### src/pmic_cfg_consts.svh
`ifndef PMIC_CFG_CONSTS_SVH
`define PMIC_CFG_CONSTS_SVH

// ----------------------------------------------------------------------------
// Register offsets
// ----------------------------------------------------------------------------
`define OFS_DISCHARGE 8'h54
`define OFS_CONVCFG 8'h55
`define OFS_RAIL1 8'h56
`define OFS_RAIL2 8'h57

// ----------------------------------------------------------------------------
// Reset values
// ----------------------------------------------------------------------------
`define RST_DISCHARGE 8'h00
`define RST_CONVCFG 8'h00
`define RST_RAIL1 8'h00
`define RST_RAIL2 8'h00

// ----------------------------------------------------------------------------
// Field positions
// ----------------------------------------------------------------------------
`define RAIL5_DIS_MSB 7
`define RAIL5_DIS_LSB 6
`define LINREG_DIS_MSB 5
`define LINREG_DIS_LSB 4
`define CUR_EN_BIT 7
`define VOLT_EN_BIT 6
`define AVG_SEL_MSB 5
`define AVG_SEL_LSB 4
`define OVC_MODE_BIT 3

// ----------------------------------------------------------------------------
// Voltage code scaling and timing
// ----------------------------------------------------------------------------
`define VOUT_BASE_MV 16'h012C
`define VOUT_STEP_FULL_MV 16'h000A
`define VOUT_STEP_HALF_MV 16'h0014
`define VCODE_TOP_FULL 8'hB4
`define VCODE_TOP_HALF 8'h9E
`define AVG_MS_SEL0 3'h1
`define AVG_MS_SEL1 3'h2
`define AVG_MS_SEL2 3'h4
`define AVG_MS_SEL3 3'h5
`define CLK_PERIOD_NS 32'h0000_0008
`define MS_IN_NS 32'h000F_4240

`endif

### src/pmic_cfg_pkg.sv
package pmic_cfg_pkg;

  // Serial port receiver and transmitter phases.
  typedef enum logic [2:0] {
    I_IDLE,
    I_ADDR,
    I_ADDR_ACK,
    I_RX,
    I_RX_ACK,
    I_TX,
    I_TX_ACK
  } serial_state_t;

  // Whole state of the register bank.
  typedef struct packed {
    logic sclPrev;
    logic sdaPrev;
    serial_state_t st;
    logic [3:0] bitCnt;
    logic [7:0] shreg;
    logic rw;
    logic havePtr;
    logic masterAck;
    logic sdaOe;
    logic [7:0] ptr;
    logic [7:0] dischargeCfg;
    logic [7:0] convCfg;
    logic [7:0] rail1Code;
    logic [7:0] rail2Code;
    logic cfgWritePulse;
    logic clrCurrent;
    logic clrVoltage;
    logic ovcFlag;
    logic [3:0] rail5Bleed;
    logic [3:0] linregBleed;
    logic [15:0] rail1Mv;
    logic [15:0] rail2Mv;
  } ctrl_state_t;

endpackage

### src/pin_sync.sv
`timescale 1ns/10ps
`default_nettype none

// Three-stage synchroniser; the level moves only once stages one and two agree.
module pin_sync #(
  parameter logic RESET_LEVEL = 1'b1
) (
  // Clock and reset.
  input wire logic clk,
  input wire logic rstn,
  // Pin and clean level.
  input wire logic pinIn,
  output logic level
);
  typedef struct packed {
    logic [2:0] stages;
    logic level;
  } sync_state_t;

  sync_state_t s;
  sync_state_t next;

  // Stage zero feeds stage one only, so no logic sees a metastable value.
  always_comb begin
    next = s;
    next.stages = {s.stages[1:0], pinIn};
    if (s.stages[1] == s.stages[2]) begin
      next.level = s.stages[2];
    end
  end

  always_ff @(posedge clk) begin
    if (!rstn) begin
      s <= {{3{RESET_LEVEL}}, RESET_LEVEL};
    end else begin
      s <= next;
    end
  end

  assign level = s.level;
endmodule

`default_nettype wire

### src/avg_window_timer.sv
`timescale 1ns/10ps
`default_nettype none
`include "pmic_cfg_consts.svh"

// Averaging window timer: pulses once per selected number of milliseconds.
module avg_window_timer #(
  parameter int CYCLES_PER_MS = `MS_IN_NS / `CLK_PERIOD_NS
) (
  // Clock and reset.
  input wire logic clk,
  input wire logic rstn,
  // Control.
  input wire logic run,
  input wire logic restart,
  input wire logic [1:0] windowSel,
  // Window end.
  output logic windowDone
);
  localparam int TW = $clog2(CYCLES_PER_MS + 1);

  if (CYCLES_PER_MS < 1) begin : g_bad_cycles
    $error("CYCLES_PER_MS must be at least one");
  end

  typedef struct packed {
    logic [TW-1:0] tick;
    logic [2:0] msCnt;
    logic [2:0] targetMs;
    logic done;
  } timer_state_t;

  timer_state_t s;
  timer_state_t next;

  function automatic logic [2:0] windowMs(input logic [1:0] sel);
    case (sel)
      2'h0: return `AVG_MS_SEL0;
      2'h1: return `AVG_MS_SEL1;
      2'h2: return `AVG_MS_SEL2;
      default: return `AVG_MS_SEL3;
    endcase
  endfunction

  // A restart throws away the partial window, so a new setting never
  // inherits samples taken under the old one.
  always_comb begin
    next = s;
    next.done = 1'b0;
    if (restart || !run) begin
      next.tick = '0;
      next.msCnt = 3'h0;
      next.targetMs = windowMs(windowSel);
    end else if (s.tick == TW'(CYCLES_PER_MS - 1)) begin
      next.tick = '0;
      if (s.msCnt == s.targetMs - 3'h1) begin
        next.msCnt = 3'h0;
        next.done = 1'b1;
        next.targetMs = windowMs(windowSel);
      end else begin
        next.msCnt = s.msCnt + 3'h1;
      end
    end else begin
      next.tick = s.tick + TW'(1);
    end
  end

  always_ff @(posedge clk) begin
    if (!rstn) begin
      s <= '0;
    end else begin
      s <= next;
    end
  end

  assign windowDone = s.done;

  property p_restart_clears;
    @(posedge clk) disable iff (!rstn)
    restart |=> s.tick == '0 && s.msCnt == 3'h0 && !windowDone;
  endproperty
  a_restart_clears: assert property (p_restart_clears) else $error("restart did not clear");

  property p_window_len;
    @(posedge clk) disable iff (!rstn)
    (restart && run && windowSel == 2'h3) |=> s.targetMs == 3'h5;
  endproperty
  a_window_len: assert property (p_window_len) else $error("window length not 5 ms");

  property p_window_done;
    @(posedge clk) disable iff (!rstn)
    windowDone |-> $past(s.msCnt) == $past(s.targetMs) - 3'h1;
  endproperty
  c_window_done: cover property (p_window_done);
endmodule

`default_nettype wire

### src/pmic_rail_adc_config_regs.sv
`timescale 1ns/10ps
`default_nettype none
`include "pmic_cfg_consts.svh"

module pmic_rail_adc_config_regs #(
  parameter logic [6:0] DEV_ADDR = 7'h2A, // Arbitrary serial address.
  parameter int CYCLES_PER_MS = `MS_IN_NS / `CLK_PERIOD_NS
) (
  // Clock and reset.
  input wire logic clk,
  input wire logic rstn,
  // Two-wire serial port; SDA is open drain.
  input wire logic sclIn,
  input wire logic sdaIn,
  output logic sdaOut,
  output logic sdaOe,
  // Status from the rest of the device.
  input wire logic rail1FeedbackHalving,
  input wire logic rail2FeedbackHalving,
  input wire logic overcurrentCondition,
  // Discharge selections.
  output logic [1:0] rail5DischargeSel,
  output logic [1:0] linregDischargeSel,
  output logic [3:0] rail5Bleed,
  output logic [3:0] linregBleed,
  // Monitoring converter control.
  output logic inputCurrentConvEn,
  output logic inputVoltageConvEn,
  output logic [1:0] averagingWindowSel,
  output logic overcurrentFlagMode,
  output logic inputOvercurrentFlag,
  output logic currentAccumClear,
  output logic voltageAccumClear,
  output logic avgRestart,
  output logic avgWindowDone,
  // Rail voltage setpoints.
  output logic [7:0] rail1VoltageCode,
  output logic [7:0] rail2VoltageCode,
  output logic [15:0] rail1SetpointMv,
  output logic [15:0] rail2SetpointMv
);
  import pmic_cfg_pkg::*;

  // --------------------------------------------------------------------------
  // Pin synchronisers
  // --------------------------------------------------------------------------
  logic sclLvl;
  logic sdaLvl;
  logic ovcLvl;

  pin_sync #(.RESET_LEVEL(1'b1)) u_scl_sync (
    .clk(clk),
    .rstn(rstn),
    .pinIn(sclIn),
    .level(sclLvl)
  );

  pin_sync #(.RESET_LEVEL(1'b1)) u_sda_sync (
    .clk(clk),
    .rstn(rstn),
    .pinIn(sdaIn),
    .level(sdaLvl)
  );

  pin_sync #(.RESET_LEVEL(1'b0)) u_ovc_sync (
    .clk(clk),
    .rstn(rstn),
    .pinIn(overcurrentCondition),
    .level(ovcLvl)
  );

  // --------------------------------------------------------------------------
  // State and bus events
  // --------------------------------------------------------------------------
  ctrl_state_t s;
  ctrl_state_t next;
  logic sclRise;
  logic sclFall;
  logic startCond;
  logic stopCond;

  // Start and stop are SDA moving while SCL stays high.
  assign sclRise = sclLvl & ~s.sclPrev;
  assign sclFall = ~sclLvl & s.sclPrev;
  assign startCond = sclLvl & s.sclPrev & s.sdaPrev & ~sdaLvl;
  assign stopCond = sclLvl & s.sclPrev & ~s.sdaPrev & sdaLvl;

  function automatic logic [15:0] setpointMv(input logic [7:0] code, input logic half);
    logic [15:0] step;
    step = half ? `VOUT_STEP_HALF_MV : `VOUT_STEP_FULL_MV;
    return 16'(`VOUT_BASE_MV + 16'(16'(code) * step));
  endfunction

  // Unmapped offsets read as zero.
  function automatic logic [7:0] regRead(input ctrl_state_t c);
    case (c.ptr)
      `OFS_DISCHARGE: return c.dischargeCfg;
      `OFS_CONVCFG: return c.convCfg;
      `OFS_RAIL1: return c.rail1Code;
      `OFS_RAIL2: return c.rail2Code;
      default: return 8'h00;
    endcase
  endfunction

  // --------------------------------------------------------------------------
  // Next-state logic
  // --------------------------------------------------------------------------
  // Bits are taken on SCL rise and SDA is only changed after SCL falls,
  // so our own drive can never look like a start or stop.
  always_comb begin
    next = s;
    next.sclPrev = sclLvl;
    next.sdaPrev = sdaLvl;
    next.cfgWritePulse = 1'b0;
    if (stopCond) begin
      next.st = I_IDLE;
      next.sdaOe = 1'b0;
    end else if (startCond) begin
      next.st = I_ADDR;
      next.bitCnt = 4'h0;
      next.sdaOe = 1'b0;
      next.havePtr = 1'b0;
    end else begin
      case (s.st)
        I_IDLE: begin
          next.sdaOe = 1'b0;
        end
        I_ADDR, I_RX: begin
          if (sclRise) begin
            next.shreg = {s.shreg[6:0], sdaLvl};
            next.bitCnt = s.bitCnt + 4'h1;
          end else if (sclFall && s.bitCnt == 4'h8) begin
            next.bitCnt = 4'h0;
            if (s.st == I_ADDR) begin
              if (s.shreg[7:1] == DEV_ADDR) begin
                next.sdaOe = 1'b1;
                next.rw = s.shreg[0];
                next.st = I_ADDR_ACK;
              end else begin
                next.st = I_IDLE;
              end
            end else begin
              next.sdaOe = 1'b1;
              next.st = I_RX_ACK;
              if (!s.havePtr) begin
                next.ptr = s.shreg;
                next.havePtr = 1'b1;
              end else begin
                next.ptr = s.ptr + 8'h01;
                case (s.ptr)
                  `OFS_DISCHARGE: next.dischargeCfg = s.shreg;
                  `OFS_CONVCFG: begin
                    next.convCfg = s.shreg;
                    next.cfgWritePulse = 1'b1;
                  end
                  `OFS_RAIL1: next.rail1Code = s.shreg;
                  `OFS_RAIL2: next.rail2Code = s.shreg;
                  default: next.ptr = s.ptr + 8'h01; // Acked and dropped.
                endcase
              end
            end
          end
        end
        I_ADDR_ACK: begin
          if (sclFall) begin
            next.bitCnt = 4'h0;
            if (s.rw) begin
              next.shreg = regRead(s);
              next.sdaOe = ~next.shreg[7];
              next.st = I_TX;
            end else begin
              next.sdaOe = 1'b0;
              next.st = I_RX;
            end
          end
        end
        I_RX_ACK: begin
          if (sclFall) begin
            next.sdaOe = 1'b0;
            next.st = I_RX;
          end
        end
        I_TX: begin
          if (sclRise) begin
            next.bitCnt = s.bitCnt + 4'h1;
          end else if (sclFall) begin
            if (s.bitCnt == 4'h8) begin
              next.sdaOe = 1'b0;
              next.ptr = s.ptr + 8'h01;
              next.st = I_TX_ACK;
            end else begin
              next.shreg = {s.shreg[6:0], 1'b0};
              next.sdaOe = ~s.shreg[6];
            end
          end
        end
        I_TX_ACK: begin
          if (sclRise) begin
            next.masterAck = ~sdaLvl;
          end else if (sclFall) begin
            if (s.masterAck) begin
              next.bitCnt = 4'h0;
              next.shreg = regRead(s);
              next.sdaOe = ~next.shreg[7];
              next.st = I_TX;
            end else begin
              next.st = I_IDLE;
            end
          end
        end
        default: begin
          next.st = I_IDLE;
          next.sdaOe = 1'b0;
        end
      endcase
    end

    // Accumulators are held clear while disabled and flushed on any write to the converter config register.
    next.clrCurrent = ~next.convCfg[`CUR_EN_BIT] | next.cfgWritePulse;
    next.clrVoltage = ~next.convCfg[`VOLT_EN_BIT] | next.cfgWritePulse;

    // In latch mode a new condition wins over the clear from a write.
    if (s.convCfg[`OVC_MODE_BIT]) begin
      next.ovcFlag = ovcLvl;
    end else begin
      next.ovcFlag = ovcLvl | (s.ovcFlag & ~next.cfgWritePulse);
    end

    // One-hot bleed: bit 0 10 ohm, bit 1 20 ohm, bit 2 50 ohm, bit 3 open.
    next.rail5Bleed = 4'h1 << s.dischargeCfg[`RAIL5_DIS_MSB:`RAIL5_DIS_LSB];
    next.linregBleed = 4'h1 << s.dischargeCfg[`LINREG_DIS_MSB:`LINREG_DIS_LSB];

    // Codes past the top code are not clamped; the host keeps them in range.
    next.rail1Mv = setpointMv(s.rail1Code, rail1FeedbackHalving);
    next.rail2Mv = setpointMv(s.rail2Code, rail2FeedbackHalving);
  end

  // --------------------------------------------------------------------------
  // State register
  // --------------------------------------------------------------------------
  always_ff @(posedge clk) begin
    if (!rstn) begin
      s <= '0;
      s.sclPrev <= 1'b1;
      s.sdaPrev <= 1'b1;
      s.dischargeCfg <= `RST_DISCHARGE;
      s.convCfg <= `RST_CONVCFG;
      s.rail1Code <= `RST_RAIL1;
      s.rail2Code <= `RST_RAIL2;
      // Derived outputs start as the decode of the zero reset registers, so the
      // first cycles after reset never show a bleed, clear or setpoint that disagrees.
      s.clrCurrent <= 1'b1;
      s.clrVoltage <= 1'b1;
      s.rail5Bleed <= 4'h1;
      s.linregBleed <= 4'h1;
      s.rail1Mv <= `VOUT_BASE_MV;
      s.rail2Mv <= `VOUT_BASE_MV;
    end else begin
      s <= next;
    end
  end

  // --------------------------------------------------------------------------
  // Averaging timer and outputs
  // --------------------------------------------------------------------------
  avg_window_timer #(.CYCLES_PER_MS(CYCLES_PER_MS)) u_avg_timer (
    .clk(clk),
    .rstn(rstn),
    .run(s.convCfg[`CUR_EN_BIT] | s.convCfg[`VOLT_EN_BIT]),
    .restart(s.cfgWritePulse),
    .windowSel(s.convCfg[`AVG_SEL_MSB:`AVG_SEL_LSB]),
    .windowDone(avgWindowDone)
  );

  assign sdaOut = 1'b0;
  assign sdaOe = s.sdaOe;
  assign rail5DischargeSel = s.dischargeCfg[`RAIL5_DIS_MSB:`RAIL5_DIS_LSB];
  assign linregDischargeSel = s.dischargeCfg[`LINREG_DIS_MSB:`LINREG_DIS_LSB];
  assign rail5Bleed = s.rail5Bleed;
  assign linregBleed = s.linregBleed;
  assign inputCurrentConvEn = s.convCfg[`CUR_EN_BIT];
  assign inputVoltageConvEn = s.convCfg[`VOLT_EN_BIT];
  assign averagingWindowSel = s.convCfg[`AVG_SEL_MSB:`AVG_SEL_LSB];
  assign overcurrentFlagMode = s.convCfg[`OVC_MODE_BIT];
  assign inputOvercurrentFlag = s.ovcFlag;
  assign currentAccumClear = s.clrCurrent;
  assign voltageAccumClear = s.clrVoltage;
  assign avgRestart = s.cfgWritePulse;
  assign rail1VoltageCode = s.rail1Code;
  assign rail2VoltageCode = s.rail2Code;
  assign rail1SetpointMv = s.rail1Mv;
  assign rail2SetpointMv = s.rail2Mv;

  // --------------------------------------------------------------------------
  // Assertions
  // --------------------------------------------------------------------------
  property p_rail5_bleed;
    @(posedge clk) disable iff (!rstn)
    $past(rail5DischargeSel) == 2'h3 |-> rail5Bleed == 4'h8;
  endproperty
  a_rail5_bleed: assert property (p_rail5_bleed) else $error("rail5 not open");

  property p_linreg_bleed;
    @(posedge clk) disable iff (!rstn)
    1'b1 |=> linregBleed == 4'(4'h1 << $past(linregDischargeSel));
  endproperty
  a_linreg_bleed: assert property (p_linreg_bleed) else $error("linreg bleed wrong");

  property p_disable_clears;
    @(posedge clk) disable iff (!rstn)
    !inputCurrentConvEn |-> currentAccumClear;
  endproperty
  a_disable_clears: assert property (p_disable_clears) else $error("accum not cleared");

  property p_write_restart;
    @(posedge clk) disable iff (!rstn)
    avgRestart |-> currentAccumClear && voltageAccumClear ##1 !avgWindowDone;
  endproperty
  a_write_restart: assert property (p_write_restart) else $error("write no restart");

  property p_ovc_latch;
    @(posedge clk) disable iff (!rstn)
    (!overcurrentFlagMode && inputOvercurrentFlag) ##1 !avgRestart |-> inputOvercurrentFlag;
  endproperty
  a_ovc_latch: assert property (p_ovc_latch) else $error("flag not latched");

  property p_ovc_free;
    @(posedge clk) disable iff (!rstn)
    overcurrentFlagMode |=> inputOvercurrentFlag == $past(ovcLvl);
  endproperty
  a_ovc_free: assert property (p_ovc_free) else $error("flag not free running");

  property p_rail1_full;
    @(posedge clk) disable iff (!rstn)
    !rail1FeedbackHalving && rail1VoltageCode == `VCODE_TOP_FULL |=> rail1SetpointMv == 16'h0834;
  endproperty
  a_rail1_full: assert property (p_rail1_full) else $error("rail1 top not 2.1 V");

  property p_rail1_half;
    @(posedge clk) disable iff (!rstn)
    rail1FeedbackHalving |=> rail1SetpointMv == 16'(300 + 20 * $past(rail1VoltageCode));
  endproperty
  a_rail1_half: assert property (p_rail1_half) else $error("rail1 half scale wrong");

  property p_rail2_full;
    @(posedge clk) disable iff (!rstn)
    !rail2FeedbackHalving |=> rail2SetpointMv == 16'(300 + 10 * $past(rail2VoltageCode));
  endproperty
  a_rail2_full: assert property (p_rail2_full) else $error("rail2 full scale wrong");

  property p_rail2_half;
    @(posedge clk) disable iff (!rstn)
    rail2FeedbackHalving && rail2VoltageCode == `VCODE_TOP_HALF |=> rail2SetpointMv == 16'h0D84;
  endproperty
  a_rail2_half: assert property (p_rail2_half) else $error("rail2 top not 3.46 V");

  property p_reserved_inert;
    @(posedge clk) disable iff (!rstn)
    $stable(s.dischargeCfg[7:4]) |=> $stable(rail5Bleed) && $stable(linregBleed);
  endproperty
  a_reserved_inert: assert property (p_reserved_inert) else $error("reserved bits act");

  property p_cfg_write;
    @(posedge clk) disable iff (!rstn)
    avgRestart ##1 s.st == I_RX_ACK;
  endproperty
  c_cfg_write: cover property (p_cfg_write);

  property p_read_byte;
    @(posedge clk) disable iff (!rstn)
    s.st == I_TX && next.st == I_TX_ACK;
  endproperty
  c_read_byte: cover property (p_read_byte);

  property p_latched_flag;
    @(posedge clk) disable iff (!rstn)
    inputOvercurrentFlag && !ovcLvl && !overcurrentFlagMode;
  endproperty
  c_latched_flag: cover property (p_latched_flag);
endmodule

`default_nettype wire

### config.mk
export PLATFORM = sky130hd
export DESIGN_NAME = pmic_rail_adc_config_regs
export DESIGN_NICKNAME = d
export VERILOG_FILES = /design/src/pmic_cfg_pkg.sv /design/src/pin_sync.sv /design/src/avg_window_timer.sv /design/src/pmic_rail_adc_config_regs.sv
export VERILOG_INCLUDE_DIRS = /design/src /design/src/src
export SDC_FILE = /design/constraint.sdc
export NUM_CORES = 1
export LEC_CHECK = 0
export BUFFER_PORTS_ARGS = -buffer_cell sky130_fd_sc_hd__buf_2
export CORE_MARGIN = 10
export CORE_UTILIZATION = 44
export CTS_BUF_LIST = sky130_fd_sc_hd__clkbuf_4 sky130_fd_sc_hd__clkbuf_8
export DETAILED_ROUTE_END_ITERATION = 6
export PLACE_DENSITY = 0.7
export SYNTH_ARGS = -nofsm -noshare
export SYNTH_HDL_FRONTEND = slang
export SYNTH_HIERARCHICAL = 1
export SYNTH_SLANG_ARGS = --single-unit
export TNS_END_PERCENT = 50
### constraint.sdc
create_clock -name clk -period 8.8 [get_ports clk]
set_clock_uncertainty 0.2 [all_clocks]
set_input_delay 0 -clock clk [delete_from_list [all_inputs] [get_ports clk]]
set_output_delay 0 -clock clk [all_outputs]
set_load 0.02 [all_outputs]
==> results of run 1 <==
-- cell families after synthesis --
kind of cell	synth area share, %
xor gates and xnor gates	2.14
other	0.0891
and+or+nand+nor	20.9
DFF	32.1
AOI/OAI and AO/OA	15.8
muxes	1.89
buffers and inverters	13.1
adders and majority gates	14.0
-- registers in the layout, summed over array words and instances (netlist names), 2 cells and up --
signal	count
rail2VoltageCode	8
averagingWindowSel	2
rail2SetpointMv	13
rail1VoltageCode	8
rail1SetpointMv	13
u_ovc_sync/next	2
rail5DischargeSel	2
u_avg_timer/s	23
linregBleed	4
linregDischargeSel	2
s	35
u_sda_sync/next	2
u_scl_sync/next	2
rail5Bleed	4
-- cell usage after synthesis (all sizes together), types with 8 or more instances --
library cell  count
a21oi            65
a22oi            23
a311oi           10
and2              9
and3              8
buf              83
clkbuf           30
dfxtp           135
fa               22
ha               59
inv              81
mux2i             8
nand2            98
nand2b           24
nand3            57
nand4            12
nor2             50
nor2b            18
nor3             16
nor4              8
o21a              9
o21ai            30
or3               8
xnor2            12
-- worst max-delay path, delay by kind of cell --
family | cells | cell delay (ps)
multiplexers | 2 | 540
adder cells (fa/ha/maj) | 5 | 1830
AND/OR/NAND/NOR | 1 | 150
buffers and inverters | 5 | 950
AO/OA/AOI/OAI | 3 | 680
-- path summary, 6_finish.rpt --
path	slack, ps	endpoint	startpoint	cells after the start
worst min-delay path	80	u_scl_sync/next[2]	sclIn	3
worst max register to register	4850	rail1SetpointMv[12]	rail1VoltageCode[0]	14
worst min register to register	210	u_scl_sync/next[3]	u_scl_sync/next[2]	1
worst max-delay path	4780	rail1SetpointMv[12]	rail1FeedbackHalving	16
-- cell usage in the layout (no fill, tap or decap), types with 7 or more instances in the layout --
cell and count:
sky130_fd_sc_hd__o21ai_0 26, sky130_fd_sc_hd__nor3_1 16, sky130_fd_sc_hd__nor2_1 49, sky130_fd_sc_hd__and2_1 8, sky130_fd_sc_hd__mux2i_1 8, sky130_fd_sc_hd__fa_1 22
sky130_fd_sc_hd__conb_1 18, sky130_fd_sc_hd__xnor2_1 12, sky130_fd_sc_hd__a22oi_1 23, sky130_fd_sc_hd__o21a_1 9, sky130_fd_sc_hd__nor2b_1 17, sky130_fd_sc_hd__a21oi_1 65
sky130_fd_sc_hd__o22ai_1 7, sky130_fd_sc_hd__nand4_1 11, sky130_fd_sc_hd__or3_1 7, sky130_fd_sc_hd__clkbuf_8 21, sky130_fd_sc_hd__a311oi_1 10, sky130_fd_sc_hd__nand3_1 57
sky130_fd_sc_hd__nand2_1 98, sky130_fd_sc_hd__a211oi_1 7, sky130_fd_sc_hd__nand2b_1 24, sky130_fd_sc_hd__ha_1 59, sky130_fd_sc_hd__and3_1 8, sky130_fd_sc_hd__inv_1 80
sky130_fd_sc_hd__nor4_1 7, sky130_fd_sc_hd__dfxtp_1 135, sky130_fd_sc_hd__buf_2 71
-- per-layer routing --
| layer | track usage (%) | wire [um] | share of wire (%) |
|---|---|---|---|
| met5 | 0 | 0 | 0 |
| met4 | 5.82 | 333 | 1.8 |
| met3 | 3.29 | 1060 | 5.7 |
| met2 | 23.8 | 8580 | 46 |
| met1 | 18.6 | 8500 | 46 |
-- through the flow --
| step | setup slack [ps] | util (%) | area, um^2 | instances | hold slack, ps |
|---|---|---|---|---|---|
| after floorplan | 5140 | - | 8490 | 999 | -127 |
| after global placement | 4910 | 44.5 | 8360 | 1194 | -15.1 |
| after detailed placement | 4850 | 44.5 | 8360 | 1194 | -14.8 |
| after CTS | 4800 | 47.0 | 8810 | 1227 | 57.5 |
| after global routing | 4490 | 47.0 | 8810 | 1227 | 81.4 |
| final | 4780 | 47.0 | 8810 | 1227 | 79.7 |
-- layout make-up --
type	instances	area, um^2
clock buffers	23	304
fillers	1801	9950
well taps	234	293
repair buffers	80	438
multi-input cells	670	4680
clock inverters	4	95.1
flip-flops and latches	135	2700
inverters	81	304
-- power groups by stage --
stage,registers [mW],logic (mW),clock network [mW]
after floorplan,0.631,0.0370,0
after global placement,0.632,0.0398,0
after detailed placement,0.632,0.0407,0
after CTS,0.618,0.0430,0.550
after global routing,0.619,0.0475,0.573
final,0.618,0.0426,0.535
-- what timing repair did --
| action | 4_1_cts | 5_1_grt |
|---|---|---|
| gates resized for setup | 0 | 0 |
| hold buffers | 6 | 0 |
| endpoints found under the hold margin | 29 | 0 |
| endpoints found under the setup margin | 0 | 0 |
==> results.md, run 1 <==
- Outcome: completed
- Slowest cell on the critical path: sky130_fd_sc_hd__dlygate4sd3_1
- Synth Cell Area: 8430 um^2
- Overall global routing resource usage: 14.7%
- Number of instances in the synthesized netlist: 983
- Worst skew pair latency: 440 ps
- Vias in the first global route: 6171
- Final worst-path cycle share: 45.7%
- Effective utilization at floorplan: 44.9%
- Slew Limit Fails: 0
- Synth Warn #: 6
- Type of the setup path with the least slack: input pin to flip-flop
- Ranking of synthesized cells by area: sky130_fd_sc_hd__dfxtp_1 (32%), sky130_fd_sc_hd__ha_1 (8.8%), sky130_fd_sc_hd__buf_4 (5.7%)
- Power share of the sequential group: 51.7%
- Std-Cell Rows: 50
- Setup Viol. Count Final: 0
- Cell-internal power: 0.939 mW
- Vias: 6618
- Global-route wire length before repair: 30200 um
- Critical Path Start Type: input pin
- Main flop type after synthesis: sky130_fd_sc_hd__dfxtp_1
- Maximum operating frequency: 0.249 GHz
- Final Total Pwr: 1.20 mW
- Routed vias/inst: 5.39
- Post-layout nets: 1073
- Final global-route overflow total: 0
- Crit path cell chain: dlygate4sd3_1, buf_2, mux2_2, ha_1, fa_1, inv_1, fa_1, inv_1, ha_1, inv_1, fa_1, nor2b_1, o21ai_0, a21boi_0, o22ai_1, mux2i_1
- Number of buffers created by CTS: 17
- Number of enable-type register cells in the synthesized netlist: 0
- Final-layout setup total negative slack: 0 ps
- Library cells used by synthesis: 82
- Max transition margin: 40.3%
- Count of input and output buffers: 71
- Wirelength per Cell: 15.1 um
- Mean area per synthesized cell: 8.57 um^2
- Leakage power of the design: 3.71 nW
- Root buffer cell: sky130_fd_sc_hd__clkbuf_8
- CTS sink count: 135
- Number of antenna violations at the first check in global routing: 0
- Required @ worst endpoint: 8930 ps
- # diodes: 0
- P&R area growth vs syn: 4.59%
- Pwr dens: 136 nW/um^2
- Logic gate share of total power: 3.6%
- Type of the most critical hold path: input pin to flip-flop
- Post-synth ARST share: 0%
- Post-CTS Setup Repair Bufs: 0
- Die X-Extent: 158 um
- Fraction of power spent switching nets: 21.5%
- Clk pin slew, worst setup/hold paths: 80 ps
- Setup repair after global routing missed its margin: false
- CTS H-Tree Depth: 4
- Total iterations of the first detailed-routing run: 5
- Violation count after the first detailed-route iteration: 394
- IO Pins: 79
- Slew at the pin with the worst max-slew slack: 896 ps
- Count of final hold-check violations: 0
- Largest stage delay on the critical path: 530 ps
- Wire length after detailed routing: 18500 um
- Core area: 18800 um^2
- Global placement routability congestion: 0.902
- Net load switching power: 0.256 mW
- Total DRC errors in the routed layout: 0
- Floorplan die area: 25100 um^2
- Top fanout value on the critical path: 13
- Area share of the largest cell type after synthesis: 32.1%
- Sequential fraction of the synthesis area: 32.1%
- IR Drop Worst-Case VDD: 0.0765 mV
- CTS tree: built
- Post-DP HPWL: 13200 um
- Proportion of layout cells with a drive suffix above 1: 13.2%
- Total of max-cap violations: 0
- Final critical-path required period: 4020 ps
- Clock network fraction of design power: 44.7%
- Seq cells post-synth: 135
- Nature of the critical path endpoint: flip-flop
- Largest net degree at the start of global routing: 59
- Cell taking the most area after synthesis: sky130_fd_sc_hd__dfxtp_1
- Buffer levels on the longest clock path: 2
- Arrival time at the worst endpoint: 4160 ps
- DIE HEIGHT: 158 um
- Number of nets with antenna violations after routing: 0
No activity file was read; power rests on OpenSTA's default activity.
==> inputs of run 2 (changes only) <==
--- a/config.mk
+++ b/config.mk
@@ -11,7 +11,7 @@
 export CORE_UTILIZATION = 44
 export CTS_BUF_LIST = sky130_fd_sc_hd__clkbuf_4 sky130_fd_sc_hd__clkbuf_8
 export DETAILED_ROUTE_END_ITERATION = 6
-export PLACE_DENSITY = 0.7
+export PLACE_DENSITY = 0.72
 export SYNTH_ARGS = -nofsm -noshare
 export SYNTH_HDL_FRONTEND = slang
 export SYNTH_HIERARCHICAL = 1
==> constraint.sdc (replaced) <==
create_clock -name clk -period 3.39 [get_ports clk]
set_clock_uncertainty 0.2 [all_clocks]
set_input_delay 0 -clock clk [delete_from_list [all_inputs] [get_ports clk]]
set_output_delay 0 -clock clk [all_outputs]
set_load 0.02 [all_outputs]
==> run 2 against run 1 <==
  * The run now ends with design-rule violations, negative setup slack left
  * Routed wire length is 6.3% higher
  * Combinational power increased to 3.1 times the previous value
  * Cell count is 5.9% higher
  * Hold slack got worse by 59 ps
  * Final area rose by 7.9%
  * Non-clock buffer count rose by 67
  * Power grew to 2.6 times the previous value
  * Sequential share of layout area fell by 2.2 points
  * Worst setup slack got worse by 4900 ps
  * Critical path depth shrank 1
  * Flip-flop and latch count stayed put
  * Largest cell class unchanged
  * Highest routed layer unchanged
==> results.md, run 2 (synthesis gave the netlist of run 1 again) <==
- Outcome: finished with violations
- Violated checks: design-rule violations, negative setup slack
- Count of input and output buffers: 71 (unchanged)
- Final worst-path cycle share: 103%
- Start point of the critical path: rail1VoltageCode[1]
- Pwr dens: 323 nW/um^2 (+140%)
- Critical Path Start Type: flip-flop
- Required @ worst endpoint: 3590 ps (-5340 ps)
- Number of buffers created by CTS: 17 (unchanged)
- Startpoint of the lowest-slack hold path: rstn
- Type of the setup path with the least slack: flip-flop to flip-flop
- Setup repair after global routing missed its margin: true
- Leakage power of the design: 4.02 nW (+8.2%)
- Total iterations of the first detailed-routing run: 7 (+2)
- Final global-route overflow total: 0 (unchanged)
- Seq. cell area: 2710 um^2 (+0.23%)
- Overall global routing resource usage: 15.9% (+1.2 points)
- Root buffer cell: sky130_fd_sc_hd__clkbuf_8
- Largest stage delay on the critical path: 520 ps (about the same)
- Effective utilization at floorplan: 44.9% (unchanged)
- Max transition margin: 39.7% (-0.54 points)
- R2R cell count: 15 (+1)
- Slew at the pin with the worst max-slew slack: 904 ps (+8.11 ps)
- Number of flip-flops under the largest register name: 35 (unchanged)
- Multi-input gate area in the final layout: 4810 um^2 (+2.8%)
- Number of antenna violations at the first check in global routing: 0 (unchanged)
- P&R area growth vs syn: 12.9%
- Routed vias/inst: 5.39 (about the same)
- Total DRC errors in the routed layout: 1 (+1)
- Number of fill cells: 1762 (-2.2%)
- Final critical-path required period: 3480 ps
- Violation count after the first detailed-route iteration: 537 (+36%)
- Proportion of layout cells with a drive suffix above 1: 19.8% (+6.6 points)
- Largest net degree at the start of global routing: 36 (-39%)
- IO Pins: 79 (unchanged)
- Post-DP HPWL: 13700 um (+3.6%)
- Nature of the critical path endpoint: flip-flop
- Wire length after detailed routing: 19600 um (+6.3%)
- Buffer levels on the longest clock path: 2 (unchanged)
- Most used cells in the layout excluding fill and tap cells: sky130_fd_sc_hd__dfxtp_1 (130), sky130_fd_sc_hd__nand2_1 (98), sky130_fd_sc_hd__inv_1 (74), sky130_fd_sc_hd__buf_2 (71), sky130_fd_sc_hd__a21oi_1 (64)
- Global placement routability congestion: 0.894 (-0.88%)
- Number of cells traversed by the worst hold path: 4 (+1)
- Type of the most critical hold path: input pin to flip-flop
- Count of final hold-check violations: 0 (unchanged)
- Slowest cell on the critical path: sky130_fd_sc_hd__fa_1
- Std-Cell Rows: 50 (unchanged)
- Core area: 18800 um^2 (unchanged)
- Largest registers: s x35, u_avg_timer/s x23
- Largest Register: s
- Arrival time at the worst endpoint: 3680 ps (-480 ps)
- IR Drop Worst-Case VDD: 0.172 mV (+120%)
- Crit path cell chain: mux2_4, ha_4, fa_1, inv_2, fa_1, inv_1, ha_2, inv_2, fa_2, nor2b_2, o21ai_2, a21boi_2, buf_4, o2111ai_1, nand3_1
- Wirelength per Cell: 15.1 um (+0.39%)
- Hold slack: 20.8 ps (-58.9 ps)
- Slew Limit Fails: 0 (unchanged)
- Vias in the first global route: 6672 (+8.1%)
- Setup slack after layout: -89.9 ps (-4870 ps)
- Worst reg2reg path startpoint: rail1VoltageCode[1]
- Floorplan die area: 25100 um^2 (unchanged)
- Clk pin slew, worst setup/hold paths: 90 ps (about the same)
- Vias: 7006 (+5.9%)
- CTS H-Tree Depth: 4 (unchanged)
- Final-layout setup total negative slack: -288 ps (-288 ps)
- Post-layout nets: 1140 (+6.2%)
- Top fanout value on the critical path: 3 (-10)
- Worst skew pair latency: 460 ps (+20 ps)
- Total of max-cap violations: 0 (unchanged)
- DIE HEIGHT: 158 um (unchanged)
- Maximum operating frequency: 0.287 GHz
- Global-route wire length before repair: 32400 um (+7.3%)
- Number of nets with antenna violations after routing: 0 (unchanged)
- Setup Viol. Count Final: 7 (+7)
- CTS tree: built
- Most common library cell in the layout ignoring fill and taps: sky130_fd_sc_hd__dfxtp_1
- CTS sink count: 135 (unchanged)
- Die X-Extent: 158 um (unchanged)
- # diodes: 0 (unchanged)
run 2: cell count changes in the layout (fill, tap and decap cells not counted), sizes merged:
cell         previous run  this run
buf                    74       117
clkinv                  1         5
dlygate4sd3             6        30
clkbuf                 23        18
inv                    81        83
clkinvlp                0         5
bufinv                  3         2
run 2: path summary, 6_finish.rpt:
kind / to / slack [ps]
worst max register to register: rail1SetpointMv[10] / -90
worst max-delay path: rail1SetpointMv[10] / -90
worst min-delay path: rail5Bleed[2] / 20
worst min register to register: s[60] / 250
run 2: per-stage QoR:
step / util (%) / std cells / setup slack (ps) / power, mW / area (um^2)
3_5_place_dp: 46.4 / 1235 / -199 / 1.76 / 8710
3_3_place_gp: 46.4 / 1235 / -149 / 1.75 / 8710
6_report: 50.7 / 1299 / -89.9 / 3.08 / 9510
5_1_grt: 50.7 / 1299 / -238 / 3.20 / 9510
2_1_floorplan: - / 999 / 9.97 / 1.74 / 8540
4_1_cts: 50.5 / 1298 / -107 / 3.11 / 9470
run 2: what timing repair did:
action | CTS | global route
hold buffers | 30 | 0
endpoints found under the setup margin | 11 | 12
pin swaps | 16 | 11
setup buffers | 1 | 1
hold endpoints to repair | 28 | 0
resized for setup | 19 | 9
run 2: report_power, final:
group / switching (mW) / internal (mW)
logic: 0.0808 / 0.0507
clock network: 0.677 / 0.664
registers: 0.00610 / 1.60
run 2: worst max-delay path: cells and delay by family, from the launching register on:
family | cells | cell delay (ps)
buffers and inverters | 4 | 290
and+or+nand+nor | 2 | 230
adders and majority gates | 5 | 1710
muxes | 1 | 280
AOI/OAI and AO/OA | 3 | 370
DFF | 1 | 330
run 2: area by class of cell:
type	instances	area share, %
clock inverters	14	1.59
inverters	81	3.20
well taps	234	3.08
repair buffers	147	10.6
multi-input cells	670	50.6
flip-flops and latches	135	28.5
clock buffers	18	2.54
run 2: routing by layer:
metal | track usage [%] | routed length (um) | part of all wire (%) | up-vias
met1 | 19.8 | 8630 | 44 | 3309
met2 | 26.5 | 9330 | 48 | 211
met3 | 3.80 | 1380 | 7.0 | 27
met4 | 5.07 | 298 | 1.5 | 0
met5 | 0 | 0 | 0 | -
li1 | - | - | - | 3459
==> inputs of run 3 (changes only) <==
--- a/config.mk
+++ b/config.mk
@@ -6,6 +6,7 @@
 export SDC_FILE = /design/constraint.sdc
 export NUM_CORES = 1
 export LEC_CHECK = 0
+export ABC_AREA = 1
 export BUFFER_PORTS_ARGS = -buffer_cell sky130_fd_sc_hd__buf_2
 export CORE_MARGIN = 10
 export CORE_UTILIZATION = 44
==> run 3 against run 2 <==
  * The flow now finishes without violations
  * First-iteration DRC count up 9.9%
  * Hold slack better by 190 ps
  * Area after synthesis up 1.7%
  * Cell count up 19%
  * Sequential share of layout area down 0.23 points
  * Worst setup slack better by 94 ps
  * Flip-flop and latch count unchanged
  * Critical path depth up 5
  * Largest power group unchanged
  * Highest routed layer unchanged
==> results.md, run 3 <==
- Nature of the critical path endpoint: flip-flop
- CTS tree: built
- Core area: 19000 um^2 (+1.0%)
- # diodes: 0 (unchanged)
- DIE HEIGHT: 160 um (+0.75%)
- Synth Cell Area: 8570 um^2 (+1.7%)
- IR Drop Worst-Case VDD: 0.259 mV (+50%)
- Effective utilization at floorplan: 45.2% (+0.33 points)
- Post-layout nets: 1359 (+19%)
- Hold slack: 208 ps (+187 ps)
- Violation count after the first detailed-route iteration: 590 (+9.9%)
- Number of enable-type register cells in the synthesized netlist: 0 (unchanged)
- Die X-Extent: 160 um (+0.75%)
- Slew at the pin with the worst max-slew slack: 736 ps (-168 ps)
- Vias in the first global route: 6874 (+3.0%)
- Largest net degree at the start of global routing: 53 (+47%)
- Number of antenna violations at the first check in global routing: 0 (unchanged)
- Count of final hold-check violations: 0 (unchanged)
- Post-synth ARST share: 0% (unchanged)
- Wire length after detailed routing: 20100 um (+2.4%)
- Top fanout value on the critical path: 2 (-1)
- Proportion of layout cells with a drive suffix above 1: 19.2% (-0.62 points)
- Routed vias/inst: 4.86 (-9.9%)
- List of most frequent post-synthesis cells: sky130_fd_sc_hd__nand2_1 (237), sky130_fd_sc_hd__inv_1 (191), sky130_fd_sc_hd__dfxtp_1 (135)
- Max transition margin: 50.6% (+11 points)
- Arrival time at the worst endpoint: 3510 ps (-170 ps)
- Total of max-cap violations: 0 (unchanged)
- Number of flip-flops under the largest register name: 35 (unchanged)
- Area share of the largest cell type after synthesis: 31.5% (-0.55 points)
- Ranking of synthesized cells by area: sky130_fd_sc_hd__dfxtp_1 (32%), sky130_fd_sc_hd__nand2_1 (10%), sky130_fd_sc_hd__ha_1 (8.6%)
- Library cells used by synthesis: 43 (-48%)
- Floorplan die area: 25500 um^2 (+1.5%)
- Overall global routing resource usage: 15.3% (-0.62 points)
- Main flop type after synthesis: sky130_fd_sc_hd__dfxtp_1
- Largest registers: s x35, u_avg_timer/s x23
- Final worst-path cycle share: 99.9% (-2.8 points)
- Number of fill cells: 1868 (+6.0%)
- Seq cells post-synth: 135 (unchanged)
- Critical Path Start Type: flip-flop
- Buffer levels on the longest clock path: 2 (unchanged)
- Wirelength per Cell: 13.0 um (-14%)
- Maximum operating frequency: 0.295 GHz (+2.8%)
- Global placement routability congestion: 0.896 (+0.26%)
- Number of nets with antenna violations after routing: 0 (unchanged)
- Most frequent cell after synthesis: sky130_fd_sc_hd__nand2_1
- Setup Viol. Count Final: 0 (-7)
- Number of buffers created by CTS: 17 (unchanged)
- Worst skew pair latency: 450 ps (about the same)
- CTS sink count: 135 (unchanged)
- P&R area growth vs syn: 11.8%
- Total iterations of the first detailed-routing run: 5 (-2)
- Type of the setup path with the least slack: flip-flop to flip-flop
- Number of instances in the synthesized netlist: 1212 (+23%)
- Mean area per synthesized cell: 7.07 um^2 (-17%)
- IO Pins: 79 (unchanged)
- Largest Register: s
- Most common library cell in the layout ignoring fill and taps: sky130_fd_sc_hd__nand2_1
- Type of the most critical hold path: flip-flop to flip-flop
- Final global-route overflow total: 0 (unchanged)
- Total DRC errors in the routed layout: 0 (-1)
- Cell taking the most area after synthesis: sky130_fd_sc_hd__dfxtp_1
- Most used cells in the layout excluding fill and tap cells: sky130_fd_sc_hd__nand2_1 (227), sky130_fd_sc_hd__inv_1 (181), sky130_fd_sc_hd__dfxtp_1 (130), sky130_fd_sc_hd__nor2_1 (127), sky130_fd_sc_hd__a21oi_1 (71)
- Required @ worst endpoint: 3510 ps (-80 ps)
- Slew Limit Fails: 0 (unchanged)
- Synth Warn #: 6 (unchanged)
- Leakage power of the design: 4.57 nW (+14%)
- Std-Cell Rows: 50 (unchanged)
- Final critical-path required period: 3390 ps (-94.4 ps)
- Global-route wire length before repair: 32900 um (+1.5%)
- CTS H-Tree Depth: 4 (unchanged)
- Setup repair after global routing missed its margin: true
- Vias: 7492 (+6.9%)
- Outcome: completed
- Pwr dens: 404 nW/um^2 (+25%)
- Final Total Pwr: 3.87 mW (+26%)
- Root buffer cell: sky130_fd_sc_hd__clkbuf_8
- Post-DP HPWL: 15100 um (+10%)
- Clk pin slew, worst setup/hold paths: 80 ps (about the same)
- Sequential fraction of the synthesis area: 31.5% (-0.55 points)
- Count of input and output buffers: 71 (unchanged)
-- run 3: kinds of logic after synthesis --
group / after synthesis / synth area share, %
other: 2 / 0.0876
AOI/OAI and AO/OA: 195 / 12.3
xor gates and xnor gates: 6 / 0.613
buffers and inverters: 296 / 16.3
adders and majority gates: 81 / 13.7
and+or+nand+nor: 497 / 25.4
DFF: 135 / 31.5
-- run 3: worst max-delay path, cell delays in order, from the launching register on --
cell and delay (ps):
sky130_fd_sc_hd__dfxtp_2 330, sky130_fd_sc_hd__inv_2 60, sky130_fd_sc_hd__nand2_2 40, sky130_fd_sc_hd__o21ai_2 60
sky130_fd_sc_hd__inv_2 60, sky130_fd_sc_hd__ha_4 260, sky130_fd_sc_hd__inv_2 30, sky130_fd_sc_hd__fa_1 460
sky130_fd_sc_hd__fa_1 480, sky130_fd_sc_hd__inv_1 70, sky130_fd_sc_hd__ha_2 170, sky130_fd_sc_hd__inv_2 50
sky130_fd_sc_hd__fa_2 380, sky130_fd_sc_hd__inv_2 70, sky130_fd_sc_hd__nand3_2 70, sky130_fd_sc_hd__nand2_2 90
sky130_fd_sc_hd__nand2_2 50, sky130_fd_sc_hd__buf_4 130, sky130_fd_sc_hd__buf_4 120, sky130_fd_sc_hd__nand2_1 40
sky130_fd_sc_hd__nand2_1 40
-- run 3: layout make-up --
| cell class | count | area, um^2 | area share (%) |
|---|---|---|---|
| multi-input cells | 797 | 4680 | 48.8 |
| clock buffers | 22 | 290 | 3.03 |
| clock inverters | 8 | 98.8 | 1.03 |
| well taps | 260 | 325 | 3.39 |
| flip-flops and latches | 135 | 2710 | 28.2 |
| repair buffers | 114 | 712 | 7.42 |
| inverters | 206 | 773 | 8.06 |
-- run 3: final timing paths --
kind,to,from,slack [ps],depth (start not counted)
hold / removal,u_sda_sync/next[3],u_sda_sync/next[2],210,2
setup reg to reg,rail2SetpointMv[8],rail2VoltageCode[0],5,20
hold reg to reg,u_sda_sync/next[3],u_sda_sync/next[2],210,2
setup / recovery,rail2SetpointMv[8],rail2VoltageCode[0],5,20
-- run 3: power by group --
group | switching [mW] | leakage [nW] | internal [mW]
Sequential | 0.116 | 1.10 | 1.66
Combinational | 0.499 | 3.28 | 0.247
Clock | 0.631 | 0.197 | 0.718
-- run 3: metrics by stage --
stage	setup TNS [ps]	util (%)	area [um^2]	worst slack [ps]	instances
5_1_grt	-616	50.6	9590	-146	1542
6_report	0	50.6	9590	4.51	1542
2_1_floorplan	-32.6	-	8640	-32.6	1228
3_5_place_dp	-275	47.0	8900	-76.9	1496
4_1_cts	0	49.7	9430	20.6	1538
3_3_place_gp	-16.2	47.0	8900	-12.3	1496
-- run 3: what timing repair did --
item                                   4_1_cts  5_1_grt
resized for setup                            7       52
setup endpoints to repair                    6       12
hold buffers                                11        0
pin swaps                                    4       24
setup buffers                                1        4
endpoints found under the hold margin       29        0
-- run 3: per-layer routing --
metal	global-route usage, %	wire length [um]
met5	0	0
met4	5.10	369
met3	3.51	1110
met2	25.2	9370
met1	19.2	9250
